### config.mk
export PLATFORM = sky130hd
export DESIGN_NAME = reset_mode_loopback_control
export DESIGN_NICKNAME = d
export VERILOG_FILES = /design/src/design/reset_mode_pkg.sv /design/src/design/reset_mode_loopback_control.sv
export VERILOG_INCLUDE_DIRS = /design/src /design/src/design
export SDC_FILE = /design/constraint.sdc
export NUM_CORES = 1
export LEC_CHECK = 0
export ABC_AREA = 1
export BUFFER_PORTS_ARGS = -buffer_cell sky130_fd_sc_hd__buf_2
export CAP_MARGIN = 30
export CORE_MARGIN = 5
export CORE_UTILIZATION = 51
export DETAILED_ROUTE_END_ITERATION = 6
export GPL_TIMING_DRIVEN = 1
export PLACE_DENSITY = 0.72
export SYNTH_ARGS = -nofsm -noshare
export SYNTH_HDL_FRONTEND = slang
export SYNTH_SLANG_ARGS = --single-unit
### constraint.sdc
create_clock -name ref_clk -period 2.3 [get_ports ref_clk]
set_input_delay 0.23 -clock ref_clk [delete_from_list [all_inputs] [get_ports ref_clk]]
set_output_delay 0.23 -clock ref_clk [all_outputs]
set_load 0.1 [all_outputs]
### src/design/reset_mode_params.svh
`ifndef RESET_MODE_PARAMS_SVH
`define RESET_MODE_PARAMS_SVH
`define ADDR_SOFT_RESET 7'h00
`define ADDR_ADC_LOW_POWER 7'h07
`define ADDR_TEST_MODE 7'h0d
`define ADDR_RX_BIAS 7'h13
`define SOFT_RESET_BIT 5
`define ADC_LOW_POWER_BIT 4
`define ANALOG_LOOP_BIT 7
`define DIGITAL_LOOP_BIT 6
`define RX_PORT_HIZ_BIT 5
`define COARSE_MSB 7
`define COARSE_LSB 5
`define SAMPLED_MSB 4
`define SAMPLED_LSB 3
`define CONV_MSB 2
`define CONV_LSB 0
`define CONV_LOW_POWER_CODE 3'h3
`define RX_BIAS_RESET 8'h00
`define TEST_MODE_RESET 8'h00
`define CTRL_DEF_HALF 8'h00
`define CTRL_DEF_FULL 8'h00
`define LOWPWR_DEF_HALF 8'h00
`define LOWPWR_DEF_FULL_CFG0 8'h00
`define LOWPWR_DEF_FULL_CFG1 8'h10
`define READ_UNMAPPED 8'h00
`define ADDR_BITS 5'd8
`define FRAME_BITS 5'd16
`define PIN_SYNC_RESET 6'h0c
`define SETTLE_CYC 3'h4
`define CLK_PERIOD_NS 20
`define RST_MIN_NS 50
`define RST_MIN_CYC ((`RST_MIN_NS + `CLK_PERIOD_NS - 1) / `CLK_PERIOD_NS)
`endif

### src/design/reset_mode_pkg.sv
package reset_mode_pkg;
  typedef struct packed {
    logic [2:0] coarse;
    logic [1:0] sampled;
    logic [2:0] converter;
  } rx_bias_t;
  typedef struct packed {
    logic sclk;
    logic sdi;
    logic sel_n;
    logic reset_n;
    logic mode;
    logic cfg;
  } pin_bits_t;
  typedef enum logic [1:0] {
    SP_IDLE = 2'b00,
    SP_ADDR = 2'b01,
    SP_DATA = 2'b10,
    SP_DONE = 2'b11
  } serial_state_t;
endpackage

### src/design/reset_mode_loopback_control.sv
`include "reset_mode_params.svh"
`timescale 1ns/1ns
`default_nettype none
module reset_mode_loopback_control (
  input  wire logic                       ref_clk,
  input  wire logic                       rst_n,
  input  wire logic                       hw_reset_pin_n,
  input  wire logic                       mode_strap,
  input  wire logic                       config_strap,
  input  wire logic                       serial_port_select_n,
  input  wire logic                       serial_clk,
  input  wire logic                       serial_data_in,
  output logic                            serial_data_out,
  output logic                            serial_data_oe_n,
  input  wire logic [5:0]                 tx_port_data,
  input  wire logic [9:0]                 tx_sample,
  input  wire logic [9:0]                 adc_sample,
  input  wire logic [5:0]                 rx_port_word,
  output logic      [9:0]                 interp_in,
  output logic      [5:0]                 rx_port_out,
  output logic                            rx_port_oe_n,
  output logic                            full_duplex,
  output logic                            cal_start,
  output reset_mode_pkg::rx_bias_t        rx_bias
);

  logic [5:0]                  pin_raw;
  logic [5:0]                  s1_q;
  logic [5:0]                  s2_q;
  logic [5:0]                  s3_q;
  logic [5:0]                  lvl_q;
  logic [5:0]                  lvl_d;
  reset_mode_pkg::pin_bits_t   pin_lvl;
  logic                        sclk_prev_q;
  logic                        hw_prev_q;
  logic [2:0]                  settle_q;
  logic [2:0]                  settle_d;
  logic                        any_rst;
  logic                        rise;
  logic [7:0]                  ctrl_def;
  logic [7:0]                  lp_def;
  reset_mode_pkg::serial_state_t st_q;
  reset_mode_pkg::serial_state_t st_d;
  logic [4:0]                  cnt_q;
  logic [4:0]                  cnt_d;
  logic [7:0]                  sh_q;
  logic [7:0]                  sh_d;
  logic [7:0]                  cmd_q;
  logic [7:0]                  cmd_d;
  logic [7:0]                  rd_q;
  logic [7:0]                  rd_d;
  logic [7:0]                  full_byte;
  logic                        wr_en;
  logic [7:0]                  read_val;
  logic [7:0]                  ctrl_q;
  logic [7:0]                  ctrl_d;
  logic [7:0]                  lowpwr_q;
  logic [7:0]                  lowpwr_d;
  logic [7:0]                  test_q;
  logic [7:0]                  test_d;
  logic [7:0]                  bias_q;
  logic [7:0]                  bias_d;
  logic                        soft_q;
  logic                        soft_d;
  logic                        fd_q;
  logic                        fd_d;
  logic                        cal_q;
  logic                        cal_d;
  reset_mode_pkg::rx_bias_t    bias_out_q;
  reset_mode_pkg::rx_bias_t    bias_out_d;
  logic [9:0]                  interp_q;
  logic [9:0]                  interp_d;
  logic [5:0]                  rx_out_q;
  logic [5:0]                  rx_out_d;

  assign pin_raw = {serial_clk, serial_data_in, serial_port_select_n,
                    hw_reset_pin_n, mode_strap, config_strap};
  assign pin_lvl = lvl_q;

  // pin synchronisers
  // a level counts once stages two and three agree; a legal pulse spans
  // at least three edges so it is never filtered out
  genvar g;
  for (g = 0; g < 6; g++)
  begin : g_sync
    always_comb
    begin
      lvl_d[g] = (s2_q[g] == s3_q[g]) ? s3_q[g] : lvl_q[g];
    end
  end

  always_ff @(posedge ref_clk)
  begin
    s1_q <= pin_raw;
    s2_q <= s1_q;
    s3_q <= s2_q;
    lvl_q <= rst_n ? lvl_d : `PIN_SYNC_RESET;
  end

  // settle count keeps reset on until the strap levels are through the
  // synchronisers, otherwise the reset values would be taken as straps
  always_comb
  begin
    settle_d = (settle_q != 3'h0) ? settle_q - 3'h1 : settle_q;
  end

  assign any_rst = !rst_n || !pin_lvl.reset_n || soft_q || (settle_q != 3'h0);
  assign rise = pin_lvl.sclk && !sclk_prev_q;

  always_comb
  begin
    case ({pin_lvl.mode, pin_lvl.cfg})
      2'b00, 2'b01:
      begin
        ctrl_def = `CTRL_DEF_HALF;
        lp_def = `LOWPWR_DEF_HALF;
      end
      2'b10:
      begin
        ctrl_def = `CTRL_DEF_FULL;
        lp_def = `LOWPWR_DEF_FULL_CFG0;
      end
      default:
      begin
        ctrl_def = `CTRL_DEF_FULL;
        lp_def = `LOWPWR_DEF_FULL_CFG1;
      end
    endcase
  end

  always_comb
  begin
    case (full_byte[6:0])
      `ADDR_SOFT_RESET: read_val = ctrl_q;
      `ADDR_ADC_LOW_POWER: read_val = lowpwr_q;
      `ADDR_TEST_MODE: read_val = test_q;
      `ADDR_RX_BIAS: read_val = bias_q;
      default: read_val = `READ_UNMAPPED;
    endcase
  end

  assign full_byte = {sh_q[6:0], pin_lvl.sdi};

  // serial engine idles while select high
  always_comb
  begin
    st_d = st_q;
    cnt_d = cnt_q;
    sh_d = sh_q;
    cmd_d = cmd_q;
    rd_d = rd_q;
    wr_en = 1'b0;
    if (pin_lvl.sel_n)
    begin
      st_d = reset_mode_pkg::SP_IDLE;
      cnt_d = 5'h0;
    end
    else
    begin
      case (st_q)
        reset_mode_pkg::SP_IDLE:
        begin
          st_d = reset_mode_pkg::SP_ADDR;
          cnt_d = 5'h0;
        end
        reset_mode_pkg::SP_ADDR:
        begin
          if (rise)
          begin
            sh_d = full_byte;
            cnt_d = cnt_q + 5'h1;
            if (cnt_q == `ADDR_BITS - 5'h1)
            begin
              st_d = reset_mode_pkg::SP_DATA;
              cmd_d = full_byte;
              rd_d = read_val;
            end
          end
        end
        reset_mode_pkg::SP_DATA:
        begin
          if (rise)
          begin
            sh_d = full_byte;
            cnt_d = cnt_q + 5'h1;
            rd_d = {rd_q[6:0], 1'b0};
            if (cnt_q == `FRAME_BITS - 5'h1)
            begin
              st_d = reset_mode_pkg::SP_DONE;
              wr_en = !cmd_q[7];
            end
          end
        end
        default:
        begin
          st_d = reset_mode_pkg::SP_DONE;
        end
      endcase
    end
  end

  always_comb
  begin
    ctrl_d = ctrl_q;
    lowpwr_d = lowpwr_q;
    test_d = test_q;
    bias_d = bias_q;
    soft_d = 1'b0;
    if (any_rst)
    begin
      ctrl_d = ctrl_def;
      lowpwr_d = lp_def;
      test_d = `TEST_MODE_RESET;
      bias_d = `RX_BIAS_RESET;
    end
    else if (wr_en)
    begin
      case (cmd_q[6:0])
        `ADDR_SOFT_RESET:
        begin
          ctrl_d = full_byte & ~(8'h01 << `SOFT_RESET_BIT);
          soft_d = full_byte[`SOFT_RESET_BIT];
        end
        `ADDR_ADC_LOW_POWER: lowpwr_d = full_byte;
        `ADDR_TEST_MODE: test_d = full_byte;
        `ADDR_RX_BIAS: bias_d = full_byte;
        default: ctrl_d = ctrl_q;
      endcase
    end
  end

  always_comb
  begin
    fd_d = any_rst ? pin_lvl.mode : fd_q;
    cal_d = rst_n && pin_lvl.reset_n && !hw_prev_q;
  end

  always_comb
  begin
    bias_out_d.coarse = bias_q[`COARSE_MSB:`COARSE_LSB];
    bias_out_d.sampled = bias_q[`SAMPLED_MSB:`SAMPLED_LSB];
    bias_out_d.converter = lowpwr_q[`ADC_LOW_POWER_BIT] ? `CONV_LOW_POWER_CODE
                                                        : bias_q[`CONV_MSB:`CONV_LSB];
  end

  always_comb
  begin
    interp_d = test_q[`ANALOG_LOOP_BIT] ? adc_sample : tx_sample;
    rx_out_d = (test_q[`DIGITAL_LOOP_BIT] && fd_q) ? tx_port_data : rx_port_word;
  end

  always_ff @(posedge ref_clk)
  begin
    if (!rst_n)
    begin
      sclk_prev_q <= 1'b0;
      hw_prev_q <= 1'b1;
      settle_q <= `SETTLE_CYC;
      cal_q <= 1'b0;
      bias_out_q <= '0;
      rx_out_q <= 6'h00;
    end
    else
    begin
      sclk_prev_q <= pin_lvl.sclk;
      hw_prev_q <= pin_lvl.reset_n;
      settle_q <= settle_d;
      cal_q <= cal_d;
      bias_out_q <= bias_out_d;
      rx_out_q <= rx_out_d;
    end
  end

  always_ff @(posedge ref_clk)
  begin
    if (any_rst)
    begin
      st_q <= reset_mode_pkg::SP_IDLE;
      cnt_q <= 5'h0;
      sh_q <= 8'h00;
      cmd_q <= 8'h00;
      rd_q <= 8'h00;
    end
    else
    begin
      st_q <= st_d;
      cnt_q <= cnt_d;
      sh_q <= sh_d;
      cmd_q <= cmd_d;
      rd_q <= rd_d;
    end
    ctrl_q <= ctrl_d;
    lowpwr_q <= lowpwr_d;
    test_q <= test_d;
    bias_q <= bias_d;
    soft_q <= rst_n && soft_d;
    fd_q <= fd_d;
  end

  // transmit path never reset
  // the interpolation input keeps running through any reset so stored
  // filter history is not disturbed
  always_ff @(posedge ref_clk)
  begin
    interp_q <= interp_d;
  end

  assign interp_in = interp_q;
  assign rx_port_out = rx_out_q;
  assign rx_port_oe_n = test_q[`RX_PORT_HIZ_BIT];
  assign full_duplex = fd_q;
  assign cal_start = cal_q;
  assign rx_bias = bias_out_q;
  assign serial_data_out = rd_q[7];
  assign serial_data_oe_n = !(st_q == reset_mode_pkg::SP_DATA && cmd_q[7]);
endmodule
`default_nettype wire

After elaboration in Yosys (flattened, before gate mapping)
Cells that the tools add are included.
Storage, ports and cells
  output and inout bits: 29
  input bits: 40
  word-level logic and storage cells: 120
  flip-flop bits (word level): 117
Cells by class
  add/subtract/negate cells: 2
  multiplexer cells: 26
  reduce and logical (&&, ||, !) cells: 37
  bitwise gates (word level): 2
  equality and inequality tests: 23
Operators by type and width (number)
  2-to-1 mux 8 bit: 6
  one-hot mux 8 bit (4 select lines): 1
  one-hot mux 8 bit (2 select lines): 1
  equality test 7 x 3 -> 1 bit (second input constant): 2
  equality test 7 x 4 -> 1 bit (second input constant): 2
  equality test 7 x 5 -> 1 bit (second input constant): 2
  logical NOT 7 bit: 2
  2-to-1 mux 10 bit: 1
  2-to-1 mux 2 bit: 5
  2-to-1 mux 5 bit: 2
  one-hot mux 5 bit (2 select lines): 1
  AND reduction 2 bit: 5
  inequality test 2 bit (second input constant): 4
  AND reduction 4 bit: 2
  nonzero test 2 bit: 4
  2-to-1 mux 1 bit: 7
  equality test 1 bit: 6
  logical AND 1 bit: 6
  logical NOT 1 bit: 6
  2-to-1 mux 6 bit: 1
  one-hot mux 2 bit (3 select lines): 1
  OR reduction 2 bit: 3
  adder 5 x 1 -> 5 bit (second input constant): 1
  equality test 5 x 3 -> 1 bit (second input constant): 1
  other kinds (12): 18

Longest topological paths before layout
  word-level depth: 8
  depth in mapped cells: 11

Worst setup path before layout
No wires, ideal clock.
  path kind: register -> register
  from: register cnt_q[0]
  to: register lowpwr_q[0] (enable)
  library setup time: 0.384 ns
  arrival: 1.862 ns
  stages on the path, launching flop included: 9
  data required time: 1.916 ns
  path slack: 0.054 ns
  clock period less this slack: 2.246 ns
  path through: dfxtp_1 -> ha_1 -> nand2_1 -> nor2_1 -> ha_1 -> inv_1 -> nor4_4 -> nand2_1 -> o21ai_0
On the way
  word-level cells in the longest chain between the ends: 7
Ends and longest elaborated chain
  start: declaration: RTL line reset_mode_loopback_control.sv:44  | logic [4:0] cnt_q;
  start signal: assignment: RTL line reset_mode_loopback_control.sv:287  | cnt_q <= cnt_d;
  equality test 5 x 4 -> 1 bit: RTL line reset_mode_loopback_control.sv:187  | if (cnt_q == `FRAME_BITS - 5'h1)
  2-to-1 mux 1 bit: RTL line reset_mode_loopback_control.sv:187
  2-to-1 mux 1 bit: RTL line reset_mode_loopback_control.sv:182  | if (rise)
  2-to-1 mux 1 bit: RTL line reset_mode_loopback_control.sv:160  | case (st_q)
  2-to-1 mux 1 bit: RTL line reset_mode_loopback_control.sv:153  | if (pin_lvl.sel_n)
  nonzero test 2 bit (no line)
  AND reduction 2 bit (no line)
  end signal: assignment: RTL line reset_mode_loopback_control.sv:293  | lowpwr_q <= lowpwr_d;
  end: declaration: RTL line reset_mode_loopback_control.sv:57  | logic [7:0] lowpwr_q;
No other way between the ends.
A chain may end at the register's enable or synchronous reset.

Final worst setup path
  from: register st_q[0]
  to: output port serial_data_oe_n
On the way
  word-level cells in the longest chain between the ends: 3
Ends and longest elaborated chain
  start: declaration: RTL line reset_mode_loopback_control.sv:42  | reset_mode_pkg::serial_state_t st_q;
  start signal: assignment: RTL line reset_mode_loopback_control.sv:278  | st_q <= reset_mode_pkg::SP_IDLE;
  start signal: assignment: RTL line reset_mode_loopback_control.sv:286  | st_q <= st_d;
  equality test 2 bit: RTL line reset_mode_loopback_control.sv:315  | assign serial_data_oe_n = !(st_q == reset_mode_pkg::SP_DATA && cmd_q[7]);
  logical AND 1 bit: RTL line reset_mode_loopback_control.sv:315
  logical NOT 1 bit: RTL line reset_mode_loopback_control.sv:315
  end: declaration: RTL line reset_mode_loopback_control.sv:14  | output logic serial_data_oe_n,
No other way between the ends.

==> results.yml <==
status:
  status: "finished clean"
floorplan:
  start_util_pct: 52.3
  coreArea_um2: 8760
  die_area_um2: 11000
  die_w_um: 105
  die_y_um: 105
  rows: 34
  pin_count: 69
final_layout:
  final_nets: 766
  multiInputGateArea_um2: 1800
  regArea_um2: 2430
  synthToLayoutAreaGrowth_pct: 32.4
  fin_area_um2: 6070
  drive_gt1_share_pct: 17.3
  diodes: 0
  fill_cells: 696
clocking:
  cts_resized: 0
  cts_root_buf: "clkbuf_8"
  path_clk_slew_ns: 0.06
  cts_sinks: 117
  cts_inserted_buffers: 17
  cts_tree: "done"
  clock_latency_ns: 0.51
  ctsLongestPathBuffers: 2
  cts-htree-levels: 4
setup_path:
  crit_path_max_fanout: 11
  cp.required_ns: 2.07
  arrival_ns: 1.89
  critPathLaunchType: "flop"
  reg2reg_setup_slack_ns: 0.24
  worst-setup-path-type: "reg2out"
  worstSetupEndpointType: "primary output"
power_and_ir_drop:
  ir_drop_mv: 0.607
  power_mw: 5.48
  p_leak_nw: 2.76
  powerDensity_nw_per_um2: 903
sta:
  hold_viol_final: 0
  hold_ws_ns: 0.0345
  fin_skew_ns: 0.00856
  max_freq_mhz: 471
  drv_slew: 0
  setup_violations: 0
  fin_crit_sh_pct: 92.4
  min_period_ns: 2.12
  worst_slew_pin_slew_ns: 0.501
  setup_slack_ns: 0.176
  tns_ns: 0
  slew_headroom_pct: 66.9
  rsz0062_at_grt: "no"
grt:
  antenna_found_initial: 0
  track_usage_pct: 21.7
  overflow: 0
  grt_pass1_wl_mm: 19.6
  grt_max_degree: 34
  grt_pass1_vias: 4206
yosys:
  netlist_area_um2: 4590
  yosys_warnings: 0
  synthDistinctLibCells: 30
  ys_ff_latch: 117
  netlist_instances: 601
  syn_area_per_cell_um2: 7.63
  syn_nets: 650
  yosysSeqAreaShare_pct: 53.0
routing:
  ant_nets: 0
  drc_errors: 0
  via_per_inst: 5.05
  routed.top_layer: "met4"
  met2_length_mm: 5.64
  wl_met3_um: 635
  met1Wirelength_mm: 4.88
  drt_iter0_markers: 329
  routed_wl_mm: 11.4
  drt-pass1-iter-count: 5
  vias: 4226
  wl_per_cell_um: 13.6
min_path:
  hold_class: "in2reg"
job:
  cap_viol_max_count: 0
placed_design:
  dpl-instance-area_um2: 5040
  place_ws_ns: 0.260
  io_buffers: 68
  dpl.hpwl_mm: 7.42
  gp_congestion: 0.972
## cell families after synthesis
logic type | share of synthesized area [%]
and+or+nand+nor | 25.9
DFF | 53.0
AOI/OAI and AO/OA | 10.8
buffers and inverters | 7.64
adders and majority gates | 2.46
xor gates and xnor gates | 0.191
## where the power goes
| part | internal, mW | leakage, nW | switching (mW) |
|---|---|---|---|
| registers | 2.14 | 0.993 | 0.0381 |
| clock network | 1.87 | 0.316 | 0.954 |
| logic | 0.144 | 1.46 | 0.333 |
| total | 4.16 | 2.76 | 1.32 |
## state kept, by name (all words and copies together), names as in the netlist, 2 cells and up
signal / flops
rx_port_out: 6
st_q: 2
cmd_q: 8
ctrl_q: 7
s2_q: 6
lvl_q: 6
cnt_q: 5
test_q: 8
settle_q: 3
rd_q: 8
lowpwr_q: 8
s3_q: 6
interp_in: 10
s1_q: 6
sh_q: 7
bias_q: 8
rx_bias: 8
## through the flow
step                      util (%)  std cells
after global routing          69.3        837
after global placement        57.5        767
after CTS                     69.2        836
after detailed placement      57.5        767
after floorplan                  -        601
final                         69.3        837
## worst max-delay path, cell delays in order, from the launching register on
cell,delay [ns]
dfxtp_1,0.35
inv_1,0.10
ha_1,0.23
buf_4,0.18
nand2_1,0.08
buf_2,0.42
## repair_timing
item / in CTS / in global routing
endpoints found under the setup margin: 0 / 14
hold endpoints to repair: 23 / 0
setup buffers: 0 / 1
hold buffers: 38 / 0
## layout make-up
type,count,area share [%]
clock buffer,19,7.46
clock inverter,12,3.09
inverter,72,4.45
multi-input combinational,394,29.7
sequential,117,40.1
tap,108,2.23
timing repair buffer,115,13.0
## worst paths after layout
check             startpoint          endpoint  cells after the start
min reg2reg          s1_q[5]           s2_q[5]                      0
max reg2reg         cnt_q[0]       lowpwr_q[1]                     10
max                  st_q[0]  serial_data_oe_n                      5
min          tx_port_data[1]    rx_port_out[1]                      3
## synth_stat cells
| master | number | area, um^2 |
|---|---|---|
| o21ai_0 | 45 | 225 |
| inv_2 | 6 | 22.5 |
| inv_1 | 65 | 244 |
| nand3b_1 | 1 | 7.51 |
| nor3_2 | 1 | 10.0 |
| nand3_1 | 33 | 165 |
| nand2_2 | 2 | 12.5 |
| nor2_1 | 73 | 274 |
| nor3_1 | 4 | 20.0 |
| buf_4 | 1 | 7.51 |
| nor3b_2 | 1 | 12.5 |
| a31oi_1 | 2 | 12.5 |
| nor2_2 | 5 | 31.3 |
| dfxtp_1 | 108 | 2160 |
| buf_1 | 1 | 3.75 |
| nand3_2 | 1 | 10.0 |
| o21ai_1 | 1 | 5.00 |
| buf_2 | 7 | 35.0 |
| a21oi_1 | 46 | 230 |
| ha_1 | 9 | 113 |
| nor4_4 | 1 | 21.3 |
| o22ai_1 | 1 | 6.26 |
| xor2_1 | 1 | 8.76 |
| o21ai_2 | 1 | 8.76 |
| edfxtp_1 | 9 | 270 |
| nand2_1 | 164 | 616 |
| nor4_1 | 1 | 6.26 |
| o211ai_1 | 1 | 7.51 |
| clkinv_1 | 1 | 3.75 |
| clkbuf_1 | 9 | 33.8 |
## layout by cell type (no fill, tap or decap), types with 2 or more instances in the layout
| cell type | netlist | layout |
|---|---|---|
| nor2_1 | 73 | 73 |
| a31oi_1 | 2 | 2 |
| o21ai_0 | 45 | 45 |
| clkbuf_8 | 0 | 2 |
| dlygate4sd3_1 | 0 | 38 |
| edfxtp_1 | 9 | 9 |
| inv_1 | 65 | 65 |
| nor3_1 | 4 | 4 |
| nand3_1 | 33 | 33 |
| inv_6 | 0 | 5 |
| buf_2 | 7 | 68 |
| buf_4 | 1 | 9 |
| nand2_2 | 2 | 2 |
| nand2_1 | 164 | 164 |
| clkbuf_16 | 0 | 17 |
| a21oi_1 | 46 | 46 |
| clkinv_4 | 0 | 2 |
| nor2_2 | 5 | 5 |
| bufinv_16 | 0 | 4 |
| inv_2 | 6 | 6 |
| dfxtp_1 | 108 | 108 |
| ha_1 | 9 | 9 |
## metal layers
metal,global-route usage [%],vias up
li1,-,2134
met1,27.5,1913
met2,36.5,156
met3,4.50,23
met4,7.76,0
met5,0,-
No activity file was read; power rests on OpenSTA's default activity.
